`src/mraf_pkg.sv`:
```
// Constants and types of the receive address filter
package mraf_pkg;
	// Indirect access port
	localparam logic [7:0] SFR_INDEX = 8'hB6;
	localparam logic [7:0] SFR_DATA = 8'hB7;
	localparam logic [7:0] CMD_ABORT = 8'hFF;
	// Register indexes behind the indirect port
	localparam logic [7:0] REG_RCTL = 8'h0A;
	localparam logic [7:0] REG_STATION = 8'h10;
	localparam logic [7:0] REG_HASH = 8'h16;
	localparam int RCTL_BYTES = 1;
	localparam int STATION_BYTES = 6;
	localparam int HASH_BYTES = 8;
	localparam int STAGE_BYTES = 8;
	// Receive control layout and reset value
	localparam logic [7:0] RCTL_RESET = 8'h58;
	localparam int BIT_EVERY = 0;
	localparam int BIT_ALL_MCAST = 1;
	localparam int BIT_KEEP = 2;
	localparam int BIT_BCAST = 3;
	localparam int BIT_HMC = 4;
	localparam int BIT_HUC = 5;
	localparam int BIT_RES1 = 6;
	localparam int BIT_RUN = 7;
	localparam logic [47:0] STATION_RESET = 48'h0000_0000_0000;
	localparam logic [63:0] HASH_RESET = 64'h0000_0000_0000_0000;
	// Destination hashing
	localparam logic [2:0] DA_LAST = 3'h5;
	localparam logic [31:0] CRC_POLY = 32'h04C1_1DB7;
	localparam logic [31:0] CRC_PRESET = 32'hFFFF_FFFF;
	localparam int FIFO_WORD = 10;
	typedef enum logic [1:0] {
		MRAF_IDLE = 2'b00,
		MRAF_ADDR = 2'b01,
		MRAF_BODY = 2'b11
	} mraf_rx_t;
endpackage

```
`src/mraf_filter.sv`:
```
// Receive address filter with indirect register port and frame FIFO
// Behaviour
// Station address is six bytes, byte 0 holds bits 7..0, byte 5 bits 47..40.
// After reset the station address is loaded from the EEPROM value.
// Unicast frame passes on exact address match, bit 5 hash hit or promiscuous, else rejected.
// Promiscuous bit 0 forwards every frame regardless of address; resets to 0.
// All-multicast bit 1 passes every multicast; else hash must hit; resets 0.
// Bit 2 keeps CRC-error frames; clear discards them; resets 0.
// Bit 3 accepts broadcast frames; resets to 1.
// Bit 4 accepts multicast frames whose hash bit is set; resets to 1.
// Bit 5 lets a unicast hash hit count as address match; resets 0.
// Software always writes one to reserved bit 6, which resets to 1.
// Bit 7 runs the MAC; clear stops it and resets the packet buffer.
// All destination bits feed CRC-32; top six bits latched as hash.
// Hash decoded one-of-64 selects a table bit; multicast needs it set.
// Table bit n sits in byte n/8 at position n mod 8.
// Pause frames are always rejected whatever the settings.
// Multicast when bit 0 of the first destination byte is one.
// All-ones destination is broadcast, handled by broadcast acceptance.
// Without promiscuous or all-multicast, multicast needs hash enable and hit.
// CRC-32 standard polynomial, all-ones preset, LSB of each byte first.
`timescale 1ns/100ps
`default_nettype none

module mraf_fifo #(
	parameter int WIDTH = 10,
	parameter int DEPTH = 16
) (
	input wire logic clock,
	input wire logic rstn,
	input wire logic flush,
	input wire logic in_valid,
	output logic in_ready,
	input wire logic [WIDTH-1:0] in_data,
	output logic out_valid,
	input wire logic out_ready,
	output logic [WIDTH-1:0] out_data
);
	localparam int AW = $clog2(DEPTH);
	if (DEPTH < 2 || (DEPTH & (DEPTH - 1)) != 0) begin : g_bad_depth
		$error("mraf_fifo depth must be a power of two");
	end
	logic [WIDTH-1:0] mem [DEPTH];
	logic [AW:0] wp, rp, next_wp, next_rp;
	logic push, pop;

	assign in_ready = (wp - rp) != (AW + 1)'(DEPTH);
	assign out_valid = wp != rp;
	assign out_data = mem[rp[AW-1:0]];
	assign push = in_valid & in_ready;
	assign pop = out_valid & out_ready;

	always_comb begin
		next_wp = wp + (AW + 1)'(push);
		next_rp = rp + (AW + 1)'(pop);
		if (flush) begin
			next_wp = '0;
			next_rp = '0;
		end
	end

	always_ff @(posedge clock or negedge rstn) begin
		if (!rstn) begin
			wp <= '0;
			rp <= '0;
		end else begin
			wp <= next_wp;
			rp <= next_rp;
		end
	end

	always_ff @(posedge clock) begin
		if (push) begin
			mem[wp[AW-1:0]] <= in_data;
		end
	end
endmodule

module mraf_filter #(
	parameter int FIFO_DEPTH = 16
) (
	input wire logic clock,
	input wire logic rstn,
	input wire logic sfr_wr,
	input wire logic sfr_rd,
	input wire logic [7:0] sfr_addr,
	input wire logic [7:0] sfr_wdata,
	output logic [7:0] sfr_rdata,
	input wire logic ee_load,
	input wire logic [47:0] ee_station_address,
	input wire logic rx_valid,
	output logic rx_ready,
	input wire logic [7:0] rx_data,
	input wire logic rx_last,
	input wire logic rx_crc_err,
	input wire logic rx_pause,
	output logic pkt_valid,
	input wire logic pkt_ready,
	output logic [7:0] pkt_data,
	output logic pkt_last,
	output logic pkt_accept,
	output logic mac_run
);
	if (FIFO_DEPTH < 2) begin : g_bad_depth
		$error("mraf_filter needs a FIFO of two words or more");
	end
	// Serial CRC, one data bit per step, low bit first
	function automatic logic [31:0] crc_byte(input logic [31:0] c, input logic [7:0] d);
		logic [31:0] r;
		r = c;
		for (int i = 0; i < 8; i++) begin
			r = {r[30:0], 1'b0} ^ ((r[31] ^ d[i]) ? mraf_pkg::CRC_POLY : 32'h0000_0000);
		end
		return r;
	endfunction
	// Byte seen through the data register at a given index and position
	function automatic logic [7:0] get_byte(input logic [7:0] base, input logic [3:0] pos,
			input logic [7:0] rc, input logic [47:0] sa, input logic [63:0] ht);
		logic [7:0] b;
		b = 8'h00;
		if (base == mraf_pkg::REG_RCTL && pos == 4'h0) begin
			b = rc;
		end else if (base == mraf_pkg::REG_STATION && int'(pos) < mraf_pkg::STATION_BYTES) begin
			b = sa[{pos[2:0], 3'b000} +: 8];
		end else if (base == mraf_pkg::REG_HASH && int'(pos) < mraf_pkg::HASH_BYTES) begin
			b = ht[{pos[2:0], 3'b000} +: 8];
		end
		return b;
	endfunction
	logic [7:0] rctl, next_rctl;
	logic [47:0] station, next_station;
	logic [63:0] htable, next_htable;
	logic [63:0] stage, next_stage;
	logic [3:0] stage_cnt, next_stage_cnt;
	logic [7:0] rd_base, next_rd_base;
	logic [3:0] rd_pos, next_rd_pos;
	logic [7:0] next_rdata;
	logic idx_wr;
	assign idx_wr = sfr_wr && sfr_addr == mraf_pkg::SFR_INDEX;
	assign mac_run = rctl[mraf_pkg::BIT_RUN];
	always_comb begin
		next_rctl = rctl;
		next_station = station;
		next_htable = htable;
		next_stage = stage;
		next_stage_cnt = stage_cnt;
		next_rd_base = rd_base;
		next_rd_pos = rd_pos;
		// Data writes queue up, lowest byte first
		if (sfr_wr && sfr_addr == mraf_pkg::SFR_DATA && int'(stage_cnt) < mraf_pkg::STAGE_BYTES) begin
			next_stage[{stage_cnt[2:0], 3'b000} +: 8] = sfr_wdata;
			next_stage_cnt = stage_cnt + 4'h1;
		end
		if (idx_wr) begin
			next_stage_cnt = 4'h0;
			next_rd_pos = 4'h0;
			if (sfr_wdata == mraf_pkg::CMD_ABORT || stage_cnt != 4'h0) begin
				next_rd_base = mraf_pkg::CMD_ABORT;
			end else begin
				next_rd_base = sfr_wdata;
			end
			// Queued bytes commit to the indexed register
			if (sfr_wdata != mraf_pkg::CMD_ABORT) begin
				for (int j = 0; j < mraf_pkg::STAGE_BYTES; j++) begin
					if (j < int'(stage_cnt)) begin
						if (sfr_wdata == mraf_pkg::REG_RCTL && j < mraf_pkg::RCTL_BYTES) begin
							next_rctl = stage[j*8 +: 8];
						end
						if (sfr_wdata == mraf_pkg::REG_STATION && j < mraf_pkg::STATION_BYTES) begin
							next_station[j*8 +: 8] = stage[j*8 +: 8];
						end
						if (sfr_wdata == mraf_pkg::REG_HASH && j < mraf_pkg::HASH_BYTES) begin
							next_htable[j*8 +: 8] = stage[j*8 +: 8];
						end
					end
				end
			end
		end else if (sfr_rd && sfr_addr == mraf_pkg::SFR_DATA && rd_pos != 4'hF) begin
			next_rd_pos = rd_pos + 4'h1;
		end
		// EEPROM image wins over a software write in the same cycle
		if (ee_load) begin
			next_station = ee_station_address;
		end
		next_rdata = get_byte(next_rd_base, next_rd_pos, next_rctl, next_station, next_htable);
	end

	always_ff @(posedge clock or negedge rstn) begin
		if (!rstn) begin
			rctl <= mraf_pkg::RCTL_RESET;
			station <= mraf_pkg::STATION_RESET;
			htable <= mraf_pkg::HASH_RESET;
			stage <= 64'h0000_0000_0000_0000;
			stage_cnt <= 4'h0;
			rd_base <= mraf_pkg::CMD_ABORT;
			rd_pos <= 4'h0;
			sfr_rdata <= 8'h00;
		end else begin
			rctl <= next_rctl;
			station <= next_station;
			htable <= next_htable;
			stage <= next_stage;
			stage_cnt <= next_stage_cnt;
			rd_base <= next_rd_base;
			rd_pos <= next_rd_pos;
			sfr_rdata <= next_rdata;
		end
	end
	// Receive side
	mraf_pkg::mraf_rx_t st, next_st;
	logic [2:0] cnt, next_cnt;
	logic [31:0] crc, next_crc, crc_next;
	logic [47:0] da, next_da;
	logic [5:0] hash, next_hash;
	logic fire, fifo_ready, in_da;
	logic bcast, mcast, hit, uni_ok, addr_ok, dec_accept;
	logic [mraf_pkg::FIFO_WORD-1:0] fifo_out;
	// While stopped, bytes are swallowed so the datapath never hangs
	assign rx_ready = mac_run ? fifo_ready : 1'b1;
	assign fire = rx_valid & rx_ready;
	assign in_da = st != mraf_pkg::MRAF_BODY;
	assign crc_next = crc_byte(st == mraf_pkg::MRAF_IDLE ? mraf_pkg::CRC_PRESET : crc, rx_data);

	always_comb begin
		next_st = st;
		next_cnt = cnt;
		next_crc = crc;
		next_da = da;
		next_hash = hash;
		if (!mac_run) begin
			next_st = mraf_pkg::MRAF_IDLE;
			next_cnt = 3'h0;
		end else if (fire) begin
			if (in_da) begin
				next_crc = crc_next;
				next_da[{cnt, 3'b000} +: 8] = rx_data;
				next_cnt = cnt + 3'h1;
				if (cnt == mraf_pkg::DA_LAST) begin
					next_hash = crc_next[31:26];
				end
			end
			unique case (st)
				mraf_pkg::MRAF_IDLE: next_st = rx_last ? mraf_pkg::MRAF_IDLE : mraf_pkg::MRAF_ADDR;
				mraf_pkg::MRAF_ADDR: begin
					if (rx_last) begin
						next_st = mraf_pkg::MRAF_IDLE;
					end else if (cnt == mraf_pkg::DA_LAST) begin
						next_st = mraf_pkg::MRAF_BODY;
					end
				end
				mraf_pkg::MRAF_BODY: if (rx_last) next_st = mraf_pkg::MRAF_IDLE;
			endcase
			if (next_st == mraf_pkg::MRAF_IDLE) begin
				next_cnt = 3'h0;
			end
		end
	end

	always_ff @(posedge clock or negedge rstn) begin
		if (!rstn) begin
			st <= mraf_pkg::MRAF_IDLE;
			cnt <= 3'h0;
			crc <= mraf_pkg::CRC_PRESET;
			da <= 48'h0000_0000_0000;
			hash <= 6'h00;
		end else begin
			st <= next_st;
			cnt <= next_cnt;
			crc <= next_crc;
			da <= next_da;
			hash <= next_hash;
		end
	end
	// Verdict, valid on the last byte of a frame past its address
	assign bcast = &da;
	assign mcast = da[0] & ~bcast;
	assign hit = htable[hash];
	assign uni_ok = (da == station) | (rctl[mraf_pkg::BIT_HUC] & hit);
	always_comb begin
		if (rctl[mraf_pkg::BIT_EVERY]) begin
			addr_ok = 1'b1;
		end else if (bcast) begin
			addr_ok = rctl[mraf_pkg::BIT_BCAST];
		end else if (mcast) begin
			addr_ok = rctl[mraf_pkg::BIT_ALL_MCAST] | (rctl[mraf_pkg::BIT_HMC] & hit);
		end else begin
			addr_ok = uni_ok;
		end
	end
	assign dec_accept = st == mraf_pkg::MRAF_BODY && addr_ok && !rx_pause
		&& (!rx_crc_err || rctl[mraf_pkg::BIT_KEEP]);
	mraf_fifo #(
		.WIDTH(mraf_pkg::FIFO_WORD),
		.DEPTH(FIFO_DEPTH)
	) u_fifo (
		.clock(clock),
		.rstn(rstn),
		.flush(~mac_run),
		.in_valid(rx_valid & mac_run),
		.in_ready(fifo_ready),
		.in_data({dec_accept & rx_last, rx_last, rx_data}),
		.out_valid(pkt_valid),
		.out_ready(pkt_ready),
		.out_data(fifo_out)
	);
	assign pkt_data = fifo_out[7:0];
	assign pkt_last = fifo_out[8];
	assign pkt_accept = fifo_out[9];
	chk_pause_reject: assert property (@(posedge clock) disable iff (!rstn)
		fire && rx_last && rx_pause |-> !dec_accept) else $error("pause frame accepted");
	chk_crc_drop: assert property (@(posedge clock) disable iff (!rstn)
		fire && rx_last && rx_crc_err && !rctl[mraf_pkg::BIT_KEEP] |-> !dec_accept)
		else $error("crc error frame kept");
	chk_prom_pass: assert property (@(posedge clock) disable iff (!rstn)
		fire && rx_last && st == mraf_pkg::MRAF_BODY && rctl[mraf_pkg::BIT_EVERY] && !rx_pause
		&& !rx_crc_err |-> dec_accept) else $error("promiscuous frame dropped");
	chk_bcast_block: assert property (@(posedge clock) disable iff (!rstn)
		fire && rx_last && (&da) && !rctl[mraf_pkg::BIT_BCAST] && !rctl[mraf_pkg::BIT_EVERY]
		|-> !dec_accept) else $error("broadcast accepted while disabled");
	chk_mcast_hash: assert property (@(posedge clock) disable iff (!rstn)
		fire && rx_last && mcast && !rctl[mraf_pkg::BIT_EVERY] && !rctl[mraf_pkg::BIT_ALL_MCAST]
		&& !(rctl[mraf_pkg::BIT_HMC] && htable[hash]) |-> !dec_accept)
		else $error("multicast passed without hash hit");
	chk_uni_exact: assert property (@(posedge clock) disable iff (!rstn)
		fire && rx_last && !da[0] && da != station && !rctl[mraf_pkg::BIT_EVERY]
		&& !rctl[mraf_pkg::BIT_HUC] |-> !dec_accept) else $error("foreign unicast accepted");
	chk_hash_latch: assert property (@(posedge clock) disable iff (!rstn)
		mac_run && fire && st == mraf_pkg::MRAF_ADDR && cnt == mraf_pkg::DA_LAST
		|=> hash == $past(crc_next[31:26]) && st != mraf_pkg::MRAF_ADDR)
		else $error("hash not latched on last address byte");
	chk_stop_flush: assert property (@(posedge clock) disable iff (!rstn)
		!mac_run ##1 !mac_run |-> !pkt_valid && rx_ready) else $error("buffer not reset while stopped");
	chk_ee_load: assert property (@(posedge clock) disable iff (!rstn)
		ee_load |=> station == $past(ee_station_address)) else $error("station address not loaded");
endmodule

`default_nettype wire

```
`config.mk`:
```
export PLATFORM = sky130hd
export DESIGN_NAME = mraf_filter
export DESIGN_NICKNAME = d
export VERILOG_FILES = /design/src/mraf_pkg.sv /design/src/mraf_filter.sv
export SDC_FILE = /design/constraint.sdc
export NUM_CORES = 1
export LEC_CHECK = 0
export ABC_AREA = 1
export BUFFER_PORTS_ARGS = -buffer_cell sky130_fd_sc_hd__buf_2
export CAP_MARGIN = 20
export CORE_ASPECT_RATIO = 1.2
export CORE_MARGIN = 5
export CORE_UTILIZATION = 30
export CTS_CLUSTER_SIZE = 8
export DETAILED_ROUTE_END_ITERATION = 10
export PLACE_DENSITY_LB_ADDON = 0.12
export SLEW_MARGIN = 20
export SYNTH_ARGS = -nofsm -noshare
export SYNTH_HDL_FRONTEND = slang
export SYNTH_HIERARCHICAL = 1
export SYNTH_SLANG_ARGS = --single-unit
```
`constraint.sdc`:
```
create_clock -name clock -period 4.8 [get_ports clock]
set_input_delay 0.72 -clock clock [delete_from_list [all_inputs] [get_ports clock]]
set_output_delay 0.72 -clock clock [all_outputs]
set_load 0.03 [all_outputs]
```
== Word-level counts from Yosys, hierarchy flattened ==
Memory sizes are Yosys's and may differ from the RTL's.
Index checks and enable logic that the tools add are counted.
Word-level totals
  register bits after elaboration: 309
  bits in writable memories: 160
  bits of input ports: 82
  output and inout port bits: 21
  logic and storage cells: 193
  memories: 1
Memories
  u_fifo.mem: words 16, bits a word 10, read ports 1, clocked after memory_dff 0, write ports 1, RTL line mraf_filter.sv:43  | logic [WIDTH-1:0] mem [DEPTH];
Operators by class
  $add $sub $neg: 8
  order comparisons: 12
  equal/unequal tests: 20
  shift operators: 6
  mux-type cells: 80
  bitwise logic cells: 27
  reductions and logical operators: 24
Operators with widths (number)
  $mux W8: 37
  $xor A32 B27 Y32: 8
  $mux W27: 8
  $mux W48: 3
  $mux W64: 2
  $bwmux W64: 1
  $shift A8 B8 Y64 const A: 1
  $shiftx A64 B7 Y8: 1
  $shiftx A8 B8 Y64: 1
  $bwmux W48: 1
  $eq A48 B48 Y1: 1
  $reduce_and A48 Y1: 1
  $shift A8 B8 Y48 const A: 1
  $shiftx A48 B7 Y8: 1
  $shiftx A8 B8 Y48: 1
  $eq A8 B5 Y1 const B: 4
  $mux W32: 1
  $eq A8 B8 Y1 const B: 3
  $eq A8 B4 Y1 const B: 2
  $lt A3 B4 Y1 const A: 4
  $mux W4: 4
  $neg A6 Y8: 2
  $mux W2: 7
  $mux W3: 4
  37 further kinds: 78

== Longest topological paths before layout ==
Gate-level depths: netlist of the first run.
  depth after elaboration: 26
  depth in mapped cells: 19
  mapped depth without buffers: 18

== By module ==
The synthesis of the first run kept the hierarchy.
By module, submodules not included
  mraf_filter: instances 1, cells each 2106, area an instance 16470.8 µm², seq. area each 7536.0 µm²
  mraf_fifo: instances 1, cells each 604, area an instance 7085.5 µm², seq. area each 5054.8 µm²

== Least setup slack after synthesis of the first run ==
No wires, ideal clock.
  path type: reg2reg
  start: reg u_fifo.rp[1]
  end: reg da[14]
  library setup time: 119 ps
  arrival: 2733 ps
  path slack: 1949 ps
  stages on the path, launching flop included: 18
  path buffers: 2
  clock period less this slack: 2851 ps
  cell sequence: dfrtp_1 -> inv_1 -> clkbuf_1 -> ha_1 -> nand2_1 -> nand2_1 -> nand2_1 -> nand2_1 -> nand2_1 -> nand2_1 -> nand2_2 -> nand2_1 -> nor3_1 -> inv_1 -> nor2_1 -> clkbuf_1 -> o21ai_0 -> o21a_1
On the way
  word-level cells in the longest chain between the ends: 5
RTL lines
  from (decl): RTL line mraf_filter.sv:44  | logic [AW:0] wp, rp, next_wp, next_rp;
  from (signal assigned): RTL line mraf_filter.sv:68  | rp <= next_rp;
  $sub A5 B5 Y5: RTL line mraf_filter.sv:47  | assign in_ready = (wp - rp) != (AW + 1)'(DEPTH);
  $ne A5 B5 Y1: RTL line mraf_filter.sv:47
  named net fifo_ready: RTL line mraf_filter.sv:215  | logic fire, fifo_ready, in_da;
  $mux W1: RTL line mraf_filter.sv:219  | assign rx_ready = mac_run ? fifo_ready : 1'b1;
  $and A1 B1 Y1: RTL line mraf_filter.sv:220  | assign fire = rx_valid & rx_ready;
  $reduce_and A3 Y1 (no source line)
  to (signal assigned): RTL line mraf_filter.sv:270  | da <= next_da;
  to (decl): RTL line mraf_filter.sv:213  | logic [47:0] da, next_da;
The timed path passes the listed nets, and every way through them passes these cells.
A chain may end at the register's enable or synchronous reset.

== Worst setup path after layout of the first run ==
  start: reg u_fifo.rp[0]
  end: out pkt_data[6]
On the way
  word-level cells in the longest chain between the ends: 1
RTL lines
  $mem_v2 Z16 W10
  to (decl): RTL line mraf_filter.sv:99  | output logic [7:0] pkt_data,
Every way passes these cells.

==> flow_metrics.py, run 1 <==
metrics = {
    "global_route": {
        "grt_pass1_vias": 19400,
        "grt_antenna_before_repair": 1,
        "grt_pass1_wl_um": 128000,
        "grt_start_max_net_pins": 112,
        "track_usage": 0.202,
        "grt-ovfl-total": 0,
    },
    "detailed_routing": {
        "antenna_left": 0,
        "wl_met3_um": 3390,
        "wl_per_cell_um": 22.2,
        "top_layer": "met4",
        "viasPerCell": 4.95,
        "wl_met2_um": 43900,
        "drc_errors": 0,
        "met1_length_um": 34800,
        "totalWireLength_um": 86200,
        "vias": 19200,
        "drt_iter0_markers": 1352,
        "drt_pre_antenna_iters": 5,
    },
    "cells_and_area": {
        "diodes": 0,
        "finalNetCount": 2914,
        "area_delta_synth_final_pct": 15.8,
        "drive_above_1_share": 0.128,
        "fillers": 8085,
        "final_util": 0.351,
    },
    "setup_path": {
        "r2r-start": "u_fifo/rp[3]$_DFF_PN0_",
        "crit_slowest_cell": "dfrtp_2",
        "worstSetupStartpointType": "register",
        "path_delay_family": "buffers and inverters",
        "worst_path_most_repeated_cell": "nand2_1",
        "required_ns": 4.08,
        "cp-end-kind": "primary output",
        "cp-startpoint": "u_fifo/rp[0]$_DFF_PN0_",
        "cp_num_buf_inv": 3,
        "ff2ff_setup_slack_ns": 1.15,
        "path_cells": "inv_4 -> buf_4 -> nand2_1 -> nand3_1 -> nand2_1 -> a31oi_1 -> nand2_1 -> nand2_1 -> buf_2",
        "worstSetupPathType": "register to primary output",
        "ff2ff_path_depth": 15,
        "regToRegEndpoint": "da[10]$_DFFE_PN0P_",
        "slowest_delay_ns": 0.66,
        "worstPathArrival_ns": 3.22,
        "cp_max_fo": 57,
    },
    "floorplan": {
        "core_um2": 77800,
        "dieWidth_um": 266,
        "io_pins": 103,
        "placementRows": 112,
        "die_area_um2": 84200,
        "start_util": 0.303,
        "die_h_um": 317,
    },
    "synth": {
        "yosysSeqAreaShare": 0.534,
        "synth_most_common_cell": "nand2_1",
        "synth_cells": 2710,
        "ys_warn_count": 6,
        "synth_commonest_cells": "683 x nand2_1, 280 x inv_1, 271 x o21ai_0",
        "synth_area_um2": 23600,
        "synth_top_area_share": 0.283,
        "syn-num-nets": 2810,
        "synth-edff-count": 160,
        "synthFlopType": "dfrtp_1",
        "synth.area.top_cells": "dfrtp_1 28%, edfxtp_1 20%, nand2_1 11%, o21ai_0 5.8%, dfstp_2 4.8%",
        "ys_types": 52,
        "ys_async_sr_fraction": 0.659,
        "avgSynthCellArea_um2": 8.69,
        "ys_ff_latch": 469,
        "yosys.area.top_type": "dfrtp_1",
    },
    "timing": {
        "fin_crit_ns": 3.94,
        "hold_violations": 0,
        "finalClockSkew_ns": 0.0585,
        "holdWs_ns": 0.201,
        "rsz0062_at_grt": "no",
        "postLayoutSetupSlackWorst_ns": 0.861,
        "final.setup.tns_ns": 0,
        "worst-slew-pin-transition_ns": 0.986,
        "layout_worst_path_cycle_share": 0.821,
        "slew_headroom": 0.340,
        "setup_viol": 0,
        "max_clock_freq_mhz": 254,
        "finalMaxSlewViolations": 0,
    },
    "placement": {
        "portBuffers": 102,
        "dpl.hpwl_um": 63300,
        "place_ws_ns": 1.03,
        "gp_congestion": 0.907,
    },
    "pwr": {
        "power_frac_clock": 0.303,
        "power.internal_w": 0.00921,
        "power.switching_w": 0.00606,
        "seq_power_share": 0.349,
        "powerDensity_nw_per_um2": 560,
        "leakage_nw": 11.9,
        "ir_drop_mv": 0.268,
        "power.share.switching": 0.397,
        "p_comb_frac": 0.348,
    },
    "clock_tree": {
        "cts_buffers": 68,
        "root_buffer": "clkbuf_16",
        "hold_buffers": 0,
        "post_cts_resized": 0,
        "clock_latency_ns": 0.64,
        "clkSinkCount": 469,
        "post_cts_buffers": 0,
        "cts_tree": "built",
        "clock_path_buffers": 3,
        "clk_pin_slew_ns": 0.05,
        "htree_levels": 3,
    },
    "min_path": {
        "hold_path_class": "input port to asynchronous set/reset pin",
    },
    "job": {
        "maxCapViolCount": 0,
    },
    "run_status": {
        "outcome": "completed",
    },
}
==> stage by stage <==
stage / total power [W] / cells / instance area [um2]
after floorplan: 0.00897 / 2710 / 23600
final: 0.0153 / 3886 / 27300
after global placement: 0.0107 / 3770 / 25200
after global routing: 0.0162 / 3886 / 27300
after CTS: 0.0155 / 3886 / 27300
after detailed placement: 0.0108 / 3770 / 25200
==> power groups by stage <==
stage	logic, W	clock network, W	registers [W]
floorplan	0.00379	0	0.00518
global placement	0.00531	0	0.00539
detailed placement	0.00537	0	0.00539
CTS	0.00538	0.00475	0.00533
global route	0.00589	0.00493	0.00541
finish	0.00531	0.00463	0.00533
==> final cells by class <==
cell class / count / area [um2] / share of cell area
flip-flops and latches: 469 / 12600 / 0.462
multi-input cells: 1838 / 9350 / 0.343
clock buffers: 109 / 1860 / 0.0680
well taps: 1026 / 1280 / 0.0471
inverters: 289 / 1090 / 0.0399
repair buffers: 148 / 903 / 0.0331
clock inverters: 7 / 196 / 0.00720
==> cell families (layout without fill, tap and decap cells) <==
group	count (synthesis)	count (layout)	synth area share
buffers and inverters	403	553	0.0690
AND/OR/NAND/NOR	1225	1225	0.227
XOR/XNOR	111	111	0.0473
AO/OA/AOI/OAI	478	478	0.110
flip-flops	469	469	0.534
multiplexers	6	6	0.00260
adder cells (fa/ha/maj)	18	18	0.00956
==> state kept, by name, summed over array words and instances, names as in the netlist, 6 cells and up <==
name / count
rd_base: 8
rctl: 8
crc: 32
da: 48
station: 48
htable: 64
sfr_rdata: 8
u_fifo/mem: 160
stage: 64
hash: 6
==> cells in the final DEF, fill, tap and decap left out, drive strengths merged, types with 3 or more instances in the layout <==
| master | instances |
|---|---|
| nand2 | 694 |
| o21ai | 301 |
| inv | 288 |
| dfrtp | 266 |
| nor2 | 207 |
| nand3 | 194 |
| edfxtp | 160 |
| buf | 148 |
| clkbuf | 109 |
| a21oi | 83 |
| nand4 | 69 |
| xnor2 | 63 |
| xor2 | 48 |
| dfstp | 43 |
| o22ai | 42 |
| or2 | 31 |
| o211ai | 28 |
| ha | 18 |
| o21a | 14 |
| nor3 | 12 |
| nor4 | 10 |
| clkinv | 8 |
| mux2i | 5 |
| and2 | 4 |
| o41ai | 3 |
| a31oi | 3 |
==> routing by layer <==
layer  vias to the layer above  track usage
met1                      9387        0.243
met4                         0       0.0922
met3                       158       0.0251
li1                       9155            -
met2                       545        0.362
met5                         -            0
==> worst max-delay path by stage <==
stage                             endpoint  slack, ns  cells after the start
floorplan               da[14]$_DFFE_PN0P_       1.95                     17
global placement    sfr_rdata[0]$_DFF_PN0_       1.01                     19
detailed placement  sfr_rdata[0]$_DFF_PN0_       1.03                     19
CTS                            pkt_data[6]       0.76                      9
global route                   pkt_data[6]       0.66                      9
finish                         pkt_data[6]       0.86                      9
Power figures use the tool's default switching activity.
==> run 2: changes to the inputs <==
clock period = 3.8 ns   (was 4.8 ns; I/O delays follow)
==> flow_metrics.py, run 2 (synthesized netlist as in run 1, its figures left out) <==
metrics = {
    "setup_path": {
        "r2r-start": "stage_cnt[0]$_DFFE_PN0P_",
        "path_cells": "inv_4 -> nand2_1 -> nand3_1 -> nand2_1 -> a21oi_1 -> o21ai_0 -> nand2_1 -> buf_2",
        "worstSetupEndpoint": "pkt_data[5]",
        "regToRegEndpoint": "sfr_rdata[3]$_DFF_PN0_",
        "worstSetupStartpointType": "register",
        "cp_max_fo": 63,
        "cp-end-kind": "primary output",
        "worst_path_most_repeated_cell": "nand2_1",
        "ff2ff_path_depth": 16,
        "required_ns": 3.23,
        "slowest_delay_ns": 0.60,
        "ff2ff_setup_slack_ns": 0.39,
        "crit_slowest_cell": "inv_4",
        "worstSetupPathType": "register to primary output",
        "cp-startpoint": "u_fifo/rp[0]$_DFF_PN0_",
        "worstPathArrival_ns": 2.93,
    },
    "detailed_routing": {
        "drt_pre_antenna_iters": 6,
        "drc_errors": 0,
        "antenna_left": 0,
        "viasPerCell": 4.96,
        "totalWireLength_um": 88400,
        "wl_per_cell_um": 22.6,
        "drt_iter0_markers": 1322,
        "vias": 19400,
    },
    "timing": {
        "finalClockSkew_ns": 0.0446,
        "max_clock_freq_mhz": 286,
        "fin_crit_ns": 3.50,
        "slew_headroom": 0.415,
        "holdWs_ns": 0.00515,
        "final.setup.tns_ns": 0,
        "rsz0062_at_grt": "no",
        "hold_violations": 0,
        "setup_viol": 0,
        "postLayoutSetupSlackWorst_ns": 0.305,
        "layout_worst_path_cycle_share": 0.920,
        "worst-slew-pin-transition_ns": 0.875,
        "finalMaxSlewViolations": 0,
    },
    "cells_and_area": {
        "finalNetCount": 2932,
        "area_delta_synth_final_pct": 16.6,
        "drive_above_1_share": 0.134,
        "layout_common_cells": "683 x nand2_1, 279 x inv_1, 271 x o21ai_0",
        "layout_commonest_cell": "nand2_1",
        "largest_reg_flops": 160,
        "fillers": 8070,
    },
    "placement": {
        "portBuffers": 102,
        "place_ws_ns": 0.355,
        "dpl.hpwl_um": 65700,
        "gp_congestion": 0.938,
    },
    "clock_tree": {
        "post_cts_buffers": 0,
        "htree_levels": 3,
        "clock_latency_ns": 0.62,
        "clkSinkCount": 469,
        "clk_pin_slew_ns": 0.05,
        "hold_buffers": 0,
        "post_cts_resized": 0,
        "root_buffer": "clkbuf_16",
        "cts_tree": "built",
        "clock_path_buffers": 3,
        "cts_buffers": 68,
    },
    "pwr": {
        "powerDensity_nw_per_um2": 706,
        "power_w": 0.0194,
        "leakage_nw": 12.0,
        "ir_drop_mv": 0.329,
    },
    "global_route": {
        "grt-ovfl-total": 0,
        "grt_antenna_before_repair": 0,
        "grt_pass1_vias": 19500,
        "grt_pass1_wl_um": 130000,
        "track_usage": 0.206,
        "grt_start_max_net_pins": 95,
    },
    "run_status": {
        "outcome": "completed",
    },
    "job": {
        "maxCapViolCount": 0,
    },
    "floorplan": {
        "core_um2": 77800,
        "placementRows": 112,
        "io_pins": 103,
        "die_h_um": 317,
        "die_area_um2": 84200,
        "dieWidth_um": 266,
        "start_util": 0.303,
    },
    "min_path": {
        "hold_path_class": "input port to asynchronous set/reset pin",
    },
}
## run 2: worst min-delay path by stage
stage / slack [ns] / cells past startpoint / end
CTS: 0.03 / 1 / stage[38]$_DFFE_PN0P_
finish: 0.005 / 1 / stage[6]$_DFFE_PN0P_
detailed placement: 0.47 / 2 / crc[8]$_DFFE_PN1P_
global route: 0.07 / 1 / stage[38]$_DFFE_PN0P_
floorplan: 0.27 / 0 / cnt[0]$_DFFE_PN0P_
global placement: 0.46 / 2 / crc[8]$_DFFE_PN1P_
## run 2: stage by stage
stage / instances / util / instance area, um2
global placement: 3788 / 0.327 / 25400
global route: 3905 / 0.353 / 27500
floorplan: 2710 / - / 23600
detailed placement: 3788 / 0.327 / 25400
finish: 3906 / 0.353 / 27500
CTS: 3905 / 0.353 / 27500
## run 2: area by class of cell
cell class | count | area [um2] | share of cell area
flip-flops and latches | 469 | 12600 | 0.458
multi-input cells | 1838 | 9360 | 0.341
clock buffers | 110 | 1870 | 0.0681
well taps | 1026 | 1280 | 0.0467
repair buffers | 166 | 1090 | 0.0396
inverters | 289 | 1090 | 0.0396
clock inverters | 7 | 186 | 0.00679
diodes | 1 | 2.50 | 0.0000911
## run 2: metal layers
layer  track usage  wire length [um]
met2         0.366             44500
met5             0                 0
met1         0.241             34600
met4         0.120              5860
met3        0.0243              3390
## run 2: worst max-delay path: cells and delay by family, from the launching register on
kind                   cells  cell delay [ns]
AND/OR/NAND/NOR            4             0.37
buffers and inverters      2             0.80
flip-flops                 1             0.58
AO/OA/AOI/OAI              2             0.54
## run 2: where the power goes
group / leakage, nW / internal (W) / switching [W]
clock: 0.967 / 0.00341 / 0.00245
combinational: 5.91 / 0.00217 / 0.00464
sequential: 5.09 / 0.00612 / 0.000586
total: 12.0 / 0.0117 / 0.00768
==> run 3: changes to the inputs <==
CORE_UTILIZATION = 33   (was 30)
==> flow_metrics.py, run 3 (synthesized netlist as in run 1, its figures left out) <==
metrics = {
    "timing": {
        "max_clock_freq_mhz": 289,
        "rsz0062_at_grt": "no",
        "fin_crit_ns": 3.46,
        "finalMaxSlewViolations": 0,
        "layout_worst_path_cycle_share": 0.909,
        "hold_violations": 0,
        "slew_headroom": 0.376,
        "final.setup.tns_ns": 0,
        "postLayoutSetupSlackWorst_ns": 0.345,
        "setup_viol": 0,
        "finalClockSkew_ns": 0.0444,
        "worst-slew-pin-transition_ns": 0.936,
    },
    "detailed_routing": {
        "viasPerCell": 5.11,
        "drc_errors": 0,
        "drt_iter0_markers": 1684,
        "totalWireLength_um": 85200,
        "antenna_left": 0,
        "drt_pre_antenna_iters": 6,
        "wl_per_cell_um": 22.4,
        "vias": 19400,
    },
    "global_route": {
        "grt-ovfl-total": 0,
        "grt_use_met1": 0.269,
        "grt_pass1_vias": 19500,
        "grt_use_met3": 0.0253,
        "grt_start_max_net_pins": 84,
        "grt_antenna_before_repair": 1,
        "met2_usage": 0.376,
        "track_usage": 0.219,
        "grt_pass1_wl_um": 126000,
        "busiest_layer": "met2",
    },
    "pwr": {
        "ir_drop_mv": 0.528,
        "seq_power_share": 0.345,
        "power_frac_clock": 0.301,
        "power.internal_w": 0.0117,
        "p_comb_frac": 0.354,
        "powerDensity_nw_per_um2": 707,
        "power.switching_w": 0.00760,
        "power.share.switching": 0.395,
        "power_w": 0.0193,
        "leakage_nw": 11.9,
    },
    "clock_tree": {
        "clock_path_buffers": 3,
        "clock_latency_ns": 0.62,
        "htree_levels": 3,
        "post_cts_buffers": 0,
        "clk_pin_slew_ns": 0.06,
        "root_buffer": "clkbuf_16",
        "cts_tree": "built",
        "clkSinkCount": 469,
        "cts_buffers": 68,
    },
    "setup_path": {
        "worstSetupStartpointType": "register",
        "worstPathArrival_ns": 2.89,
        "cp_max_fo": 81,
        "required_ns": 3.23,
        "worstSetupPathType": "register to primary output",
        "cp-end-kind": "primary output",
    },
    "min_path": {
        "hold_path_class": "input port to register",
    },
    "placement": {
        "dpl.hpwl_um": 62400,
        "gp_congestion": 0.921,
        "place_ws_ns": 0.155,
        "place_area_um2": 25200,
        "portBuffers": 102,
        "dpl.cell_count": 3686,
    },
    "cells_and_area": {
        "finalNonFillerCells": 3802,
        "layout_commonest_cell": "nand2_1",
        "layout_common_cells": "683 x nand2_1, 279 x inv_1, 271 x o21ai_0",
        "largest_reg_flops": 160,
        "fillers": 7233,
        "design_area_um2": 27300,
        "diodes": 0,
        "area_delta_synth_final_pct": 15.7,
        "drive_above_1_share": 0.134,
        "finalNetCount": 2931,
    },
    "job": {
        "maxCapViolCount": 0,
    },
    "floorplan": {
        "dieWidth_um": 254,
        "die_h_um": 303,
        "placementRows": 107,
        "start_util": 0.332,
        "die_area_um2": 76800,
        "core_um2": 71000,
        "io_pins": 103,
    },
    "run_status": {
        "outcome": "completed",
    },
}
## run 3: changes by cell type in the layout (fill, tap and decap cells not counted)
cell           delta
nor3_1            -1
inv_6             +1
buf_12            -2
diode_2           -1
dlygate4sd3_1     +1
inv_16            +3
clkbuf_8          -1
clkinv_16         -3
nor3_2            +1
clkbuf_1          -1
clkinv_8          -1
## run 3: per-stage QoR
| step | hold WS [ns] | util |
|---|---|---|
| after floorplan | 0.274 | - |
| after global placement | 0.458 | 0.356 |
| after detailed placement | 0.459 | 0.356 |
| after CTS | 0.193 | 0.384 |
| after global routing | 0.228 | 0.384 |
| final | 0.222 | 0.384 |
## run 3: layout make-up
| type | count | area, um2 | area share |
|---|---|---|---|
| clock buffers | 108 | 1850 | 0.0679 |
| clock inverters | 7 | 149 | 0.00546 |
| inverters | 289 | 1090 | 0.0399 |
| multi-input cells | 1838 | 9360 | 0.343 |
| flip-flops and latches | 469 | 12600 | 0.462 |
| well taps | 926 | 1160 | 0.0425 |
| repair buffers | 165 | 1060 | 0.0388 |
## run 3: power groups by stage
stage	logic [W]	clock network, W	registers (W)
2_1_floorplan	0.00478	0	0.00655
3_3_place_gp	0.00680	0	0.00671
3_5_place_dp	0.00686	0	0.00671
4_1_cts	0.00690	0.00595	0.00664
5_1_grt	0.00756	0.00614	0.00672
6_report	0.00683	0.00580	0.00664
## run 3: layer usage
| metal | vias to the layer above | part of all wire |
|---|---|---|
| met5 | - | 0 |
| met4 | 0 | 0.061 |
| met3 | 190 | 0.041 |
| met2 | 565 | 0.49 |
| met1 | 9453 | 0.41 |
| li1 | 9211 | - |
## run 3: final timing paths
| path | slack, ns | startpoint | cells after the start | endpoint |
|---|---|---|---|---|
| setup / recovery | 0.34 | u_fifo/rp[0]$_DFF_PN0_ | 8 | pkt_data[7] |
| hold / removal | 0.22 | ee_station_address[33] | 3 | station[33]$_DFF_PN0_ |
| setup reg to reg | 0.37 | stage_cnt[0]$_DFFE_PN0P_ | 9 | stage[22]$_DFFE_PN0P_ |
| hold reg to reg | 0.47 | crc[13]$_DFFE_PN1P_ | 2 | crc[13]$_DFFE_PN1P_ |
| max in group asynchronous | 2.37 | rstn | 3 | stage[16]$_DFFE_PN0P_ |
| min in group asynchronous | 0.50 | rstn | 2 | stage[6]$_DFFE_PN0P_ |
## run 3: what timing repair did
action	CTS	global route
resized for setup	0	1
hold buffers	1	0
endpoints found under the setup margin	0	8
hold endpoints to repair	16	0
## run 3: critical path: stages, from the launching register on
cell,delay [ns]
dfrtp_2,0.40
buf_4,0.68
nand2_1,0.13
nand3_1,0.14
nand2_1,0.05
a21oi_1,0.25
o21ai_0,0.17
nand2_1,0.15
buf_2,0.22
